===== config.mk =====
export PLATFORM = sky130hd
export DESIGN_NAME = mmd_decoder
export DESIGN_NICKNAME = d
export VERILOG_FILES = /design/src/design/mmd_pkg.sv /design/src/design/mmd_decoder.sv /design/src/design/mmd_ecc_chk.sv /design/src/design/mmd_pwd_lock.sv
export VERILOG_INCLUDE_DIRS = /design/src /design/src/design
export SDC_FILE = /design/constraint.sdc
export NUM_CORES = 1
export LEC_CHECK = 0
export ABC_CLOCK_PERIOD_IN_PS = 8150
export BUFFER_PORTS_ARGS = -buffer_cell sky130_fd_sc_hd__clkbuf_2
export CORE_MARGIN = 3
export CORE_UTILIZATION = 35
export DETAILED_ROUTE_END_ITERATION = 8
export HOLD_SLACK_MARGIN = 0.03
export PLACE_DENSITY = 0.61
export SKIP_CTS_REPAIR_TIMING = 1
export SLEW_MARGIN = 30
export SYNTH_ARGS = -nofsm -noshare
export SYNTH_HDL_FRONTEND = slang
export SYNTH_SLANG_ARGS = --single-unit

===== constraint.sdc =====
create_clock -name sys_clk -period 8.15 [get_ports sys_clk]
set_input_delay 1.63 -clock sys_clk [delete_from_list [all_inputs] [get_ports sys_clk]]
set_output_delay 1.63 -clock sys_clk [all_outputs]
set_load 0.05 [all_outputs]

===== src/design/mmd_cfg.svh =====
// Purpose: Address map, limits and default values for the memory map decoder
// Assumes: 24-bit byte addresses, upper byte is the segment number
// Notes: Definitions only
`ifndef MMD_CFG_SVH
`define MMD_CFG_SVH

// ****************
// Segment numbers
// ****************
`define MMD_SEG_SYS 8'h00
`define MMD_SEG_EXT_HI 8'h1f
`define MMD_SEG_PERIPH 8'h20
`define MMD_SEG_IO_HI 8'h3f
`define MMD_SEG_EXTM_HI 8'hbf
`define MMD_SEG_NVM0 8'hc0
`define MMD_SEG_NVM1 8'hc4
`define MMD_SEG_NVM_HI 8'hc4
`define MMD_SEG_PROGRAM_SRAM 8'he0
`define MMD_SEG_EMU 8'he8

// ****************
// Offsets inside a segment, sizes and counts
// ****************
`define MMD_SYS_EXT_END 16'h8000
`define MMD_SYS_RSV_END 16'ha000
`define MMD_SYS_DATA_SRAM_END 16'he000
`define MMD_SYS_XREG_END 16'hf000
`define MMD_SYS_EXTENDED_REG_AREA_END 16'hf200
`define MMD_SYS_RSV2_END 16'hf600
`define MMD_SYS_DUAL_PORT_RAM_END 16'hfe00
`define MMD_SYS_DUAL_PORT_RAM_BIT 16'hfd00
`define MMD_PER_RSV1_LO 16'h5800
`define MMD_PER_RSV1_HI 16'h8000
`define MMD_PER_RSV2_LO 16'hbc00
`define MMD_NVM_INT_LO 16'hf000
`define MMD_RAM16K_END 16'h4000
`define MMD_IMB_LO 16'hff00
`define MMD_GPR_BANK_BYTES 24'h000020
`define MMD_PROGRAM_SRAM_MAX 16384
`define MMD_NVM_CLUSTERS 8
`define MMD_NVM_SECT_PER_CLUSTER 4

`endif


===== src/design/mmd_pkg.sv =====
// Purpose: Types shared by the memory map decoder files
// Assumes: Used as mmd_pkg::name, never imported
// Notes: Region codes are one-hot
package mmd_pkg;

  // One-hot region select, exactly one bit per access
  typedef enum logic [12:0] {
    MMD_RG_EXT_BUS = 13'h0001,
    MMD_RG_EXT_IO = 13'h0002,
    MMD_RG_DATA_SRAM = 13'h0004,
    MMD_RG_XREG = 13'h0008,
    MMD_RG_EXTENDED_REG_AREA = 13'h0010,
    MMD_RG_DUAL_PORT_RAM = 13'h0020,
    MMD_RG_SPECIAL_REG_AREA = 13'h0040,
    MMD_RG_SYSBUS_PERIPH = 13'h0080,
    MMD_RG_NVM = 13'h0100,
    MMD_RG_PROGRAM_SRAM = 13'h0200,
    MMD_RG_EMU_PROGRAM_SRAM = 13'h0400,
    MMD_RG_IMB = 13'h0800,
    MMD_RG_ERROR = 13'h1000
  } mmd_region_t;

endpackage


===== src/design/mmd_decoder.sv =====
// Purpose: Region decode and access checks for a 16-Mbyte segmented space
// Assumes: One access request per cycle, inputs synchronous to sys_clk
// Notes: All results but nvm_unlocked_reg, which follows a cycle later, are registered at the edge that takes the request
`include "mmd_cfg.svh"
`timescale 1ns/1ps

module mmd_decoder #(
  parameter bit HAS_EXT_BUS = 1'b1,
  parameter int PROGRAM_SRAM_BYTES = `MMD_PROGRAM_SRAM_MAX,
  parameter int NVM_CLUSTERS = `MMD_NVM_CLUSTERS
) (
  input wire logic sys_clk,
  input wire logic reset,
  input wire logic acc_valid,
  input wire logic acc_fetch,
  input wire logic acc_write,
  input wire logic acc_word,
  input wire logic acc_bit,
  input wire logic [23:0] acc_addr,
  input wire logic [13:0] program_sram_wp_size,
  input wire logic [NVM_CLUSTERS-1:0] nvm_prot_cluster,
  input wire logic nvm_read_prot,
  input wire logic [23:0] context_pointer,
  input wire logic gpr_valid,
  input wire logic gpr_byte,
  input wire logic [3:0] gpr_idx,
  input wire logic stk_acc,
  input wire logic [15:0] stack_ptr,
  input wire logic [15:0] stack_overflow_limit,
  input wire logic [15:0] stack_underflow_limit,
  input wire logic par_en,
  input wire logic ecc_en,
  input wire logic rd_valid,
  input wire logic [15:0] rd_data,
  input wire logic [5:0] rd_check,
  input wire logic pw_valid,
  input wire logic [15:0] pw_word,
  input wire logic pw_relock,
  output mmd_pkg::mmd_region_t region_sel_reg,
  output logic program_mgmt_unit_reg,
  output logic data_mgmt_unit_reg,
  output logic sysbus_xfer_reg,
  output logic strict_order_reg,
  output logic acc_error_reg,
  output logic wr_blocked_reg,
  output logic bit_ok_reg,
  output logic [19:0] nvm_line_reg,
  output logic nvm_module_reg,
  output logic [11:0] nvm_sector_reg,
  output logic [23:0] gpr_addr_reg,
  output logic gpr_error_reg,
  output logic stk_over_reg,
  output logic stk_under_reg,
  output logic rd_valid_reg,
  output logic [15:0] rd_data_reg,
  output logic rd_err_reg,
  output logic rd_fixed_reg,
  output logic nvm_unlocked_reg
);

  // ****************
  // Elaboration checks
  // ****************
  generate
    if (PROGRAM_SRAM_BYTES < 1 || PROGRAM_SRAM_BYTES > `MMD_PROGRAM_SRAM_MAX) begin : g_bad_program_sram
      $error("PROGRAM_SRAM_BYTES must lie in 1..16384");
    end
    if (NVM_CLUSTERS < 1 || NVM_CLUSTERS > `MMD_NVM_CLUSTERS) begin : g_bad_clu
      $error("NVM_CLUSTERS must lie in 1..8");
    end
  endgenerate

  // ****************
  // Region decode
  // ****************

  // Maps one byte address to its region; reserved holes follow has_ext
  function automatic mmd_pkg::mmd_region_t decode_region(input logic [23:0] a, input logic has_ext);
    logic [7:0] seg;
    logic [15:0] ofs;
    mmd_pkg::mmd_region_t rsv;
    seg = a[23:16];
    ofs = a[15:0];
    rsv = has_ext ? mmd_pkg::MMD_RG_EXT_BUS : mmd_pkg::MMD_RG_ERROR;
    decode_region = rsv;
    if (seg == `MMD_SEG_SYS) begin
      if (ofs < `MMD_SYS_EXT_END) begin
        decode_region = mmd_pkg::MMD_RG_EXT_BUS;
      end else if (ofs < `MMD_SYS_RSV_END) begin
        decode_region = rsv;
      end else if (ofs < `MMD_SYS_DATA_SRAM_END) begin
        decode_region = mmd_pkg::MMD_RG_DATA_SRAM;
      end else if (ofs < `MMD_SYS_XREG_END) begin
        decode_region = mmd_pkg::MMD_RG_XREG;
      end else if (ofs < `MMD_SYS_EXTENDED_REG_AREA_END) begin
        decode_region = mmd_pkg::MMD_RG_EXTENDED_REG_AREA;
      end else if (ofs < `MMD_SYS_RSV2_END) begin
        decode_region = rsv;
      end else if (ofs < `MMD_SYS_DUAL_PORT_RAM_END) begin
        decode_region = mmd_pkg::MMD_RG_DUAL_PORT_RAM;
      end else begin
        decode_region = mmd_pkg::MMD_RG_SPECIAL_REG_AREA;
      end
    end else if (seg <= `MMD_SEG_EXT_HI) begin
      decode_region = mmd_pkg::MMD_RG_EXT_BUS;
    end else if (seg == `MMD_SEG_PERIPH) begin
      if ((ofs >= `MMD_PER_RSV1_LO && ofs < `MMD_PER_RSV1_HI) || ofs >= `MMD_PER_RSV2_LO) begin
        decode_region = rsv;
      end else begin
        decode_region = mmd_pkg::MMD_RG_SYSBUS_PERIPH;
      end
    end else if (seg <= `MMD_SEG_IO_HI) begin
      decode_region = mmd_pkg::MMD_RG_EXT_IO;
    end else if (seg <= `MMD_SEG_EXTM_HI) begin
      decode_region = mmd_pkg::MMD_RG_EXT_BUS;
    end else if (seg == `MMD_SEG_NVM0 && ofs >= `MMD_NVM_INT_LO) begin
      decode_region = mmd_pkg::MMD_RG_ERROR;
    end else if (seg <= `MMD_SEG_NVM_HI) begin
      decode_region = mmd_pkg::MMD_RG_NVM;
    end else if (seg == `MMD_SEG_PROGRAM_SRAM && ofs < `MMD_RAM16K_END) begin
      decode_region = mmd_pkg::MMD_RG_PROGRAM_SRAM;
    end else if (seg == `MMD_SEG_EMU && ofs < `MMD_RAM16K_END) begin
      decode_region = mmd_pkg::MMD_RG_EMU_PROGRAM_SRAM;
    end else if (seg == 8'hff && ofs >= `MMD_IMB_LO) begin
      decode_region = mmd_pkg::MMD_RG_IMB;
    end
  endfunction

  // Region of the current access, full 24-bit decode
  wire mmd_pkg::mmd_region_t region = decode_region(acc_addr, HAS_EXT_BUS);
  wire logic rg_nvm = (region == mmd_pkg::MMD_RG_NVM);
  wire logic rg_program_sram = (region == mmd_pkg::MMD_RG_PROGRAM_SRAM);
  wire logic rg_dual_port_ram = (region == mmd_pkg::MMD_RG_DUAL_PORT_RAM);
  wire logic rg_regs = (region == mmd_pkg::MMD_RG_SPECIAL_REG_AREA) ||
                       (region == mmd_pkg::MMD_RG_EXTENDED_REG_AREA);
  wire logic program_side = rg_nvm || rg_program_sram || (region == mmd_pkg::MMD_RG_EMU_PROGRAM_SRAM);

  // ****************
  // Register bank and bit addressing
  // ****************

  // Word n at cp+2n, byte half n at cp+n
  wire logic [23:0] gpr_ofs = gpr_byte ? {20'h00000, gpr_idx} : {19'h00000, gpr_idx, 1'b0};
  wire logic [23:0] gpr_addr = context_pointer + gpr_ofs;
  wire logic gpr_bad = 1'b0;
  wire logic [23:0] bank_end = context_pointer + `MMD_GPR_BANK_BYTES;
  wire logic in_bank = (acc_addr >= context_pointer) && (acc_addr < bank_end);
  wire logic dual_port_ram_bit = rg_dual_port_ram && (acc_addr[15:0] >= `MMD_SYS_DUAL_PORT_RAM_BIT);
  wire logic bit_ok = rg_regs || dual_port_ram_bit || (rg_dual_port_ram && in_bank);

  // Word-wide register areas take only aligned word and bit accesses
  wire logic regs_bad = rg_regs && !acc_bit && (!acc_word || acc_addr[0]);
  wire logic align_bad = acc_word && acc_addr[0];

  // ****************
  // Protection checks
  // ****************

  // Program SRAM protected section starts at the bottom of the array
  wire logic [13:0] program_sram_ofs = acc_addr[13:0];
  wire logic program_sram_beyond = {18'h00000, program_sram_ofs} >= PROGRAM_SRAM_BYTES;
  wire logic program_sram_wp = rg_program_sram && acc_write && (program_sram_ofs < program_sram_wp_size);

  // Sector index within the whole space; sectors grouped into clusters
  wire logic [11:0] sector = acc_addr[23:12];
  wire logic [7:0] cluster_idx = 8'(sector[5:0] / `MMD_NVM_SECT_PER_CLUSTER);
  wire logic cluster_ok = cluster_idx < NVM_CLUSTERS;
  wire logic cluster_prot = cluster_ok ? nvm_prot_cluster[cluster_idx[2:0]] : 1'b1;
  wire logic nvm_wp = rg_nvm && acc_write && cluster_prot;
  wire logic nvm_unlocked;
  wire logic nvm_rp = rg_nvm && !acc_write && !acc_fetch && nvm_read_prot && !nvm_unlocked;

  wire logic write_blocked = program_sram_wp || nvm_wp;
  wire logic fetch_bad = acc_fetch && (acc_write || !(program_side || region == mmd_pkg::MMD_RG_EXT_BUS));
  wire logic any_error = (region == mmd_pkg::MMD_RG_ERROR) || regs_bad || align_bad || write_blocked ||
                         nvm_rp || (acc_bit && !bit_ok) || fetch_bad || (rg_program_sram && program_sram_beyond);

  // ****************
  // Stack limit comparison
  // ****************

  // Stack grows downward: below the overflow limit or above underflow
  wire logic stk_over = stk_acc && (stack_ptr < stack_overflow_limit);
  wire logic stk_under = stk_acc && (stack_ptr > stack_underflow_limit);

  // ****************
  // Access result registers
  // ****************

  // Region and routing outputs, held when no request is taken
  always_ff @(posedge sys_clk) begin
    if (reset) begin
      region_sel_reg <= mmd_pkg::MMD_RG_EXT_BUS;
      program_mgmt_unit_reg <= 1'b0;
      data_mgmt_unit_reg <= 1'b0;
      sysbus_xfer_reg <= 1'b0;
      strict_order_reg <= 1'b0;
    end else if (acc_valid) begin
      region_sel_reg <= any_error ? mmd_pkg::MMD_RG_ERROR : region;
      program_mgmt_unit_reg <= acc_fetch;
      data_mgmt_unit_reg <= !acc_fetch;
      sysbus_xfer_reg <= !acc_fetch && (program_side || region == mmd_pkg::MMD_RG_EXT_BUS ||
                         region == mmd_pkg::MMD_RG_EXT_IO || region == mmd_pkg::MMD_RG_SYSBUS_PERIPH);
      strict_order_reg <= (region == mmd_pkg::MMD_RG_EXT_IO);
    end
  end

  // Error, protection and bit-access flags; one-cycle pulses per request
  always_ff @(posedge sys_clk) begin
    if (reset) begin
      acc_error_reg <= 1'b0;
      wr_blocked_reg <= 1'b0;
      bit_ok_reg <= 1'b0;
    end else begin
      acc_error_reg <= acc_valid && any_error;
      wr_blocked_reg <= acc_valid && write_blocked;
      bit_ok_reg <= acc_valid && acc_bit && bit_ok;
    end
  end

  // Non-volatile line, module and sector of the access
  always_ff @(posedge sys_clk) begin
    if (reset) begin
      nvm_line_reg <= 20'h00000;
      nvm_module_reg <= 1'b0;
      nvm_sector_reg <= 12'h000;
    end else if (acc_valid && rg_nvm) begin
      nvm_line_reg <= acc_addr[23:4];
      nvm_module_reg <= (acc_addr[23:16] == `MMD_SEG_NVM1);
      nvm_sector_reg <= sector;
    end
  end

  // Register bank address, byte halves for all sixteen; error flag never set
  always_ff @(posedge sys_clk) begin
    if (reset) begin
      gpr_addr_reg <= 24'h000000;
      gpr_error_reg <= 1'b0;
    end else begin
      if (gpr_valid) begin
        gpr_addr_reg <= gpr_addr;
      end
      gpr_error_reg <= gpr_valid && gpr_bad;
    end
  end

  // Stack flags, one pulse per offending stack access
  always_ff @(posedge sys_clk) begin
    if (reset) begin
      stk_over_reg <= 1'b0;
      stk_under_reg <= 1'b0;
    end else begin
      stk_over_reg <= stk_over;
      stk_under_reg <= stk_under;
    end
  end

  // Unlock state mirrored to a port
  always_ff @(posedge sys_clk) begin
    if (reset) begin
      nvm_unlocked_reg <= 1'b0;
    end else begin
      nvm_unlocked_reg <= nvm_unlocked;
    end
  end

  // ****************
  // Sub-blocks
  // ****************

  // Read-data checking, parity or ECC
  mmd_ecc_chk #(
    .DATA_W(16)
  ) u_ecc (
    .sys_clk(sys_clk),
    .reset(reset),
    .par_en(par_en),
    .ecc_en(ecc_en),
    .rd_valid(rd_valid),
    .rd_data(rd_data),
    .rd_check(rd_check),
    .out_valid_reg(rd_valid_reg),
    .out_data_reg(rd_data_reg),
    .out_err_reg(rd_err_reg),
    .out_fixed_reg(rd_fixed_reg)
  );

  // Password sequence for non-volatile read protection
  mmd_pwd_lock #(
    .PW_LEN(2)
  ) u_pwd (
    .sys_clk(sys_clk),
    .reset(reset),
    .pw_valid(pw_valid),
    .pw_word(pw_word),
    .pw_relock(pw_relock),
    .unlocked_reg(nvm_unlocked)
  );

endmodule


===== src/design/mmd_ecc_chk.sv =====
// Purpose: Parity check or single-error correction of one memory word
// Assumes: check[4:0] hold Hamming bits, check[5] holds even parity
// Notes: Result is registered one cycle after rd_valid
`timescale 1ns/1ps
module mmd_ecc_chk #(
  parameter int DATA_W = 16
) (
  input wire logic sys_clk,
  input wire logic reset,
  input wire logic par_en,
  input wire logic ecc_en,
  input wire logic rd_valid,
  input wire logic [DATA_W-1:0] rd_data,
  input wire logic [5:0] rd_check,
  output logic out_valid_reg,
  output logic [DATA_W-1:0] out_data_reg,
  output logic out_err_reg,
  output logic out_fixed_reg
);
  localparam int CODE_W = DATA_W + 5;

  generate
    if (DATA_W != 16) begin : g_bad
      $error("mmd_ecc_chk serves 16-bit words only");
    end
  endgenerate

  logic [DATA_W-1:0] fixed_data;
  logic [4:0] syndrome;
  logic par_bad;

  // Syndrome over the Hamming codeword, then flip the bit it names
  always_comb begin
    int d;
    int k;
    logic [CODE_W:1] code;
    d = 0;
    k = 0;
    code = '0;
    syndrome = 5'h00;
    fixed_data = '0;
    for (int p = 1; p <= CODE_W; p++) begin
      if ((p & (p - 1)) == 0) begin
        code[p] = rd_check[k];
        k = k + 1;
      end else begin
        code[p] = rd_data[d];
        d = d + 1;
      end
      if (code[p]) begin
        syndrome = syndrome ^ p[4:0];
      end
    end
    d = 0;
    for (int p = 1; p <= CODE_W; p++) begin
      if ((p & (p - 1)) != 0) begin
        fixed_data[d] = code[p] ^ (syndrome == p[4:0]);
        d = d + 1;
      end
    end
  end

  assign par_bad = par_en && !ecc_en && (^{rd_data, rd_check[5]});

  // Corrupt parity words are withheld, corrected words pass
  always_ff @(posedge sys_clk) begin
    if (reset) begin
      out_valid_reg <= 1'b0;
      out_data_reg <= '0;
      out_err_reg <= 1'b0;
      out_fixed_reg <= 1'b0;
    end else begin
      out_valid_reg <= rd_valid && !par_bad;
      out_data_reg <= !rd_valid || par_bad ? '0 : (ecc_en ? fixed_data : rd_data);
      out_err_reg <= rd_valid && par_bad;
      out_fixed_reg <= rd_valid && ecc_en && (syndrome != 5'h00);
    end
  end
endmodule


===== src/design/mmd_pwd_lock.sv =====
// Purpose: Password sequence that lifts non-volatile read protection
// Assumes: Words arrive one per pw_valid pulse
// Notes: Password values are arbitrary defaults
`timescale 1ns/1ps
module mmd_pwd_lock #(
  parameter int PW_LEN = 2,
  parameter logic [15:0] PW_WORD0 = 16'h5a5a, // Arbitrary value
  parameter logic [15:0] PW_WORD1 = 16'ha5a5 // Arbitrary value
) (
  input wire logic sys_clk,
  input wire logic reset,
  input wire logic pw_valid,
  input wire logic [15:0] pw_word,
  input wire logic pw_relock,
  output logic unlocked_reg
);
  generate
    if (PW_LEN != 2) begin : g_bad
      $error("mmd_pwd_lock serves a two-word sequence only");
    end
  endgenerate

  logic step_reg;
  wire logic [15:0] expect_word = step_reg ? PW_WORD1 : PW_WORD0;
  wire logic word_ok = pw_valid && (pw_word == expect_word);

  // A wrong word restarts the sequence; relock wins over completion
  always_ff @(posedge sys_clk) begin
    if (reset) begin
      step_reg <= 1'b0;
      unlocked_reg <= 1'b0;
    end else begin
      if (pw_valid) begin
        step_reg <= word_ok && !step_reg;
      end
      if (pw_relock) begin
        unlocked_reg <= 1'b0;
      end else if (word_ok && step_reg) begin
        unlocked_reg <= 1'b1;
      end
    end
  end
endmodule


# Word-level counts from Yosys, hierarchy flattened
# Cells that the tools add are included.
totals:
  ff_bits: 101
  in_bits: 176
  output_inout_bits: 100
  wordCells: 235
op_classes:
  add_sub_neg: 2
  order_cmp: 24
  n_eq_ne: 33
  mux: 46
  bitwise: 36
  n_reduce_logical: 73
ops:
  columns: ["cell", "count"]
  rows:
  - ["$lt 16x16->1 const B", 7]
  - ["$mux 13", 8]
  - ["$ge 16x16->1 const B", 4]
  - ["$mux 12", 4]
  - ["$mux 7", 6]
  - ["$eq 8x8->1 const B", 5]
  - ["$logic_and 1x1->1", 38]
  - ["$eq 5x4->1 const B", 7]
  - ["$mux 5", 7]
  - ["$mux 16", 2]
  - ["$mux 4", 8]
  - ["$eq 5x5->1 const B", 5]
  - ["$add 24x5->24", 1]
  - ["$add 24x6->24 const B", 1]
  - ["$ge 24x24->1", 1]
  - ["$lt 24x24->1", 1]
  - ["$logic_or 1x1->1", 19]
  - ["$not 2->2", 9]
  - ["$not 3->3", 6]
  - ["$reduce_xor 17->1", 1]
  - ["$eq 16x16->1", 1]
  - ["$ge 16x15->1 const B", 1]
  - ["$gt 16x16->1", 1]
  - ["$le 8x8->1 const B", 2]
  - ["other kinds (32)", 69]

# Longest topological paths before layout
logic_depth:
  word_depth: 40
  mapped_depth: 15
  depth_no_buf: 15

# Cells and area by module
# Synthesis repeated with hierarchy kept, for this count alone.
unflattened:
  cells_unflattened: 881
  area_unflattened_um2: 7443.4
modules_own_cells:
  columns: ["mod", "n_inst", "cells_each", "area_each_um2", "seq_area_each_um2"]
  rows:
  - ["mmd_decoder", 1, 736, 5949.5, 1361.3]
  - ["mmd_ecc_chk", 1, 123, 1288.7, 380.4]
  - ["mmd_pwd_lock", 1, 22, 205.2, 40.0]

# Worst setup path before layout
# OpenSTA, ideal clock, no wires.
synth_timing:
  path_type: "input port to flip-flop"
  start: "input port context_pointer[5]"
  end: "register region_sel_reg[0]"
  setup_ns: 0.122
  arrival_ns: 4.298
  t_required_ns: 8.028
  setup_slack_ns: 3.730
  cell_stages: 15
  n_path_buf: 1
  cell_sequence: "and3_1 > and3_1 > clkbuf_1 > and3_1 > nand3_1 > nor4_1 > xnor2_1 > ha_1 > nand4_1 > nor2_1 > a221oi_1 > and3_1 > a31oi_4 > a21oi_1 > a221o_1"
synth_between:
  elab_chain_cells: 10
  word_cells_on_any_way: 11
  classes_between: "add/sub (1); order compare (2); mux (1); reduce/logical (7)"
synth_lines:
  columns: ["element", "line", "source"]
  rows:
  - ["start: declaration", "mmd_decoder.sv:23", "input wire logic [23:0] context_pointer,"]
  - ["$add 24x6->24 (no source line)", null, null]
  - ["$lt 24x24->1", "mmd_decoder.sv:147", "wire logic in_bank = (acc_addr >= context_pointer) && (acc_addr < bank_end);"]
  - ["$logic_and 1x1->1 (*)", "mmd_decoder.sv:147", null]
  - ["$logic_and 1x1->1 (*)", "mmd_decoder.sv:149", "wire logic bit_ok = rg_regs || dual_port_ram_bit || (rg_dual_port_ram && in_bank);"]
  - ["$logic_or 1x1->1 (*)", "mmd_decoder.sv:149", null]
  - ["$logic_not 1->1 (*)", "mmd_decoder.sv:176", "nvm_rp || (acc_bit && !bit_ok) || fetch_bad || (rg_program_sram && program_sram_beyond);"]
  - ["$logic_and 1x1->1 (*)", "mmd_decoder.sv:176", null]
  - ["$logic_or 1x1->1 (*) (2 in a row)", "mmd_decoder.sv:176", null]
  - ["$mux 13 (*)", "mmd_decoder.sv:199", "region_sel_reg <= any_error ? mmd_pkg::MMD_RG_ERROR : region;"]
  - ["end signal: assignment", "mmd_decoder.sv:193", "region_sel_reg <= mmd_pkg::MMD_RG_EXT_BUS;"]
  - ["end signal: assignment", "mmd_decoder.sv:199", null]
  - ["end: declaration", "mmd_decoder.sv:39", "output mmd_pkg::mmd_region_t region_sel_reg,"]
# Every way passes the cells marked *; elsewhere a longest branch is shown, timed or not.
# A chain may end at the register's enable or synchronous reset.

# Worst setup path in the final report
layout_timing:
  start: "input port context_pointer[14]"
  end: "register region_sel_reg[0]"
# Same word-level chain as after synthesis.

==> flow_summary.json <==
{
  "clk_path_buf_depth": 2,
  "layout_common_cells": "clkbuf_2, ha_1, nor2_1",
  "detail_route.drc_violations": 0,
  "avgViaCountPerCell": 4.88,
  "timing.hold.worst.class": "flop to flop",
  "cellLeakagePower_nw": 4.27,
  "num_rows": 51,
  "die_h_microns": 147,
  "syn_nets": 1114,
  "dieWidth_microns": 147,
  "detailedPlacementHpwl_mm": 18.4,
  "placement.io_buffers": 274,
  "via_count": 6644,
  "synth_simple_gate_area_frac": 0.207,
  "finalClockSkew_ns": 0.0120,
  "number_of_global_route_vias_before_repair": 6483,
  "max_cap_viol_count": 0,
  "synthXorXnorAreaFrac": 0.123,
  "synth.yosys.warnings": 0,
  "combPwrFrac": 0.325,
  "muxShareOfSynthArea": 0.0233,
  "vdd_drop_max_mv": 0.120,
  "synth_top_family_by_area": "simple AND/OR/NAND/NOR gates",
  "design.final.nets": 1363,
  "timing.critical_path.from_type": "input port",
  "groute.usage.overall": 0.195,
  "worst-slew-pin-transition_ns": 0.892,
  "num-fill-cells": 2047,
  "clock_insertion_delay_worst_skew_ns": 0.35,
  "floorplan.core_area_sq_mm": 0.0195,
  "end_kind": "flop",
  "synthAdderAreaFrac": 0.169,
  "worst_setup_hold_path_clk_slew_ns": 0.06,
  "pin_count_of_the_biggest_net_entering_global_routing": 59,
  "fin_tns_setup_ns": 0,
  "outcome": "complete, no violations",
  "synth-seq-area-share": 0.255,
  "synth_edf_count": 0,
  "grt_setup_unrepaired": "no",
  "cp.arrival_ns": 5.02,
  "worst-endpoint-required_ns": 8.38,
  "netlist_instances": 844,
  "netSwitchingPower_w": 0.000468,
  "tritoncts_num_sinks": 89,
  "netlist_area_sq_mm": 0.00699,
  "num_io_pins": 276,
  "final_layout_size_suffix_gt1_frac": 0.287,
  "syn-mean-instance-area_sq_um": 8.28,
  "whs_ns": 0.456,
  "cell_at_the_root_of_the_clock_tree": "clkbuf_16",
  "setup.worst_path.class": "input port to flop",
  "insertedDiodeCount": 0,
  "power_density_over_the_cells_mw_per_mm2": 157,
  "totalPowerFinal_w": 0.00139,
  "antenna_violations_before_repair": 0,
  "route.detailed.wl_per_inst_microns": 15.9,
  "period_minus_slack_ns": 4.78,
  "critical_path_peak_fanout": 5,
  "p_sw_frac": 0.337,
  "seq_power_share": 0.334,
  "mostFrequentLayoutCell": "clkbuf_2",
  "ys_async_sr_fraction": 0,
  "drt.antenna.violating_nets": 0,
  "synth-main-ff-cell": "dfxtp_1",
  "final_hold_viol_count": 0,
  "synth_area_leaders": "dfxtp_1, ha_1, xnor2_1",
  "worst_slew_slack_as_a_fraction_of_its_limit": 0.400,
  "grt_overflow": 0,
  "die_area_sq_mm": 0.0217,
  "cts_tree": "yes",
  "yosys_register_bits": 89,
  "drt_wl_total_mm": 21.6,
  "drt-initial-drc-count": 244,
  "power_frac_clock": 0.341,
  "h-tree-depth": 3,
  "timing_max_transition_violations_final": 0,
  "layout_area_overhead_pct": 26.3,
  "cts-buffers-inserted": 9,
  "p_int_w": 0.000920,
  "synth.top_cell.area_share": 0.255,
  "initial_utilization": 0.358,
  "last_weighted_congestion_value_of_the_routability_driven_placer": 0.894,
  "synth_cell_types": 76,
  "largest_reg_flops": 24,
  "grt_first_pass_wirelength_mm": 33.6,
  "drt_pre_antenna_iters": 4,
  "yosys.area.top_type": "dfxtp_1",
  "layout_worst_path_cycle_share": 0.587,
  "setup_viol_count_final": 0,
  "synth-compound-area-share": 0.150,
  "maxClockFrequency_ghz": 0.209
}
power groups by stage:
| stage | sequential (W) | combinational, W | clock [W] |
|---|---|---|---|
| finish | 0.000464 | 0.000451 | 0.000474 |
| detailed placement | 0.000474 | 0.000450 | 0 |
| floorplan | 0.000545 | 0.000236 | 0 |
| global route | 0.000466 | 0.000498 | 0.000500 |
| global placement | 0.000474 | 0.000449 | 0 |
| CTS | 0.000464 | 0.000453 | 0.000485 |
area by class of cell:
class / instances / area [sq um] / share of cell area
Sequential cell: 89 / 1780 / 0.202
Tap cell: 265 / 332 / 0.0376
Clock inverter: 5 / 105 / 0.0119
Timing Repair Buffer: 276 / 1390 / 0.157
Inverter: 76 / 285 / 0.0323
Multi-Input combinational cell: 641 / 4700 / 0.533
Clock buffer: 10 / 229 / 0.0260
worst paths after layout:
check        cells after the start                 to  slack, ns                start
max                             14  region_sel_reg[0]       3.37  context_pointer[14]
min                              2    nvm_line_reg[2]       0.46      nvm_line_reg[2]
max reg2reg                      6  region_sel_reg[7]       6.48   u_pwd.unlocked_reg
min reg2reg                      2    nvm_line_reg[2]       0.46      nvm_line_reg[2]
logic make-up after synthesis:
| logic type | count (synthesis) |
|---|---|
| and+or+nand+nor | 287 |
| AOI/OAI and AO/OA | 150 |
| buffers and inverters | 114 |
| xor gates and xnor gates | 96 |
| adders and majority gates | 94 |
| DFF | 89 |
| muxes | 13 |
| other | 1 |
metal layers:
metal | vias to the layer above | wire [microns] | share of wire | GRT usage
li1 | 3420 | - | - | -
met1 | 2971 | 9480 | 0.44 | 0.246
met2 | 221 | 10200 | 0.47 | 0.326
met3 | 32 | 1490 | 0.069 | 0.0475
met4 | 0 | 488 | 0.023 | 0.0657
met5 | - | 0 | 0 | 0
stage by stage:
stage	util	worst slack, ns	cell area (sq um)	instances
after floorplan	-	3.73	6990	844
after global placement	0.435	3.28	8490	1347
after detailed placement	0.435	3.08	8490	1347
after CTS	0.452	3.44	8820	1362
after global routing	0.452	3.11	8820	1362
final	0.452	3.37	8820	1362
critical path, stage by stage:
cell and delay [ns]:
clkbuf_2 0.11, inv_1 0.11, nor4_1 0.80, nand3_1 0.23, nor4_1 0.36, xnor2_1 0.17
ha_1 0.32, nand4_1 0.10, nor2_1 0.15, a221oi_1 0.10, and3_1 0.22, a31oi_4 0.25
a21oi_1 0.16, a221o_1 0.31
Yosys cell counts, types with 2 or more instances:
master and count:
a31oi_1 2, nand2b_1 12, nor4bb_1 4, nand4b_1 3
a22o_2 3, nor4_1 5, o211ai_1 4, nand2_1 70
o21a_1 3, dfxtp_1 89, ha_1 93, buf_2 2
nor3b_1 7, a22o_1 2, a21oi_1 49, a211o_1 3
xnor2_1 87, a21o_1 13, a31oi_4 2, xor2_1 8
o21ai_0 19, a221oi_1 2, mux2i_1 8, nand4_1 16
nor3_1 13, a32o_1 6, nand3b_1 5, and2_1 2
nor2_1 90, and3_1 8, nor2b_1 12, inv_1 76
buf_4 15, nand3_1 25, a211oi_1 24, a221o_1 2
mux2_2 3, and2_0 2, clkbuf_1 18
No activity file was read; power rests on OpenSTA's default activity.
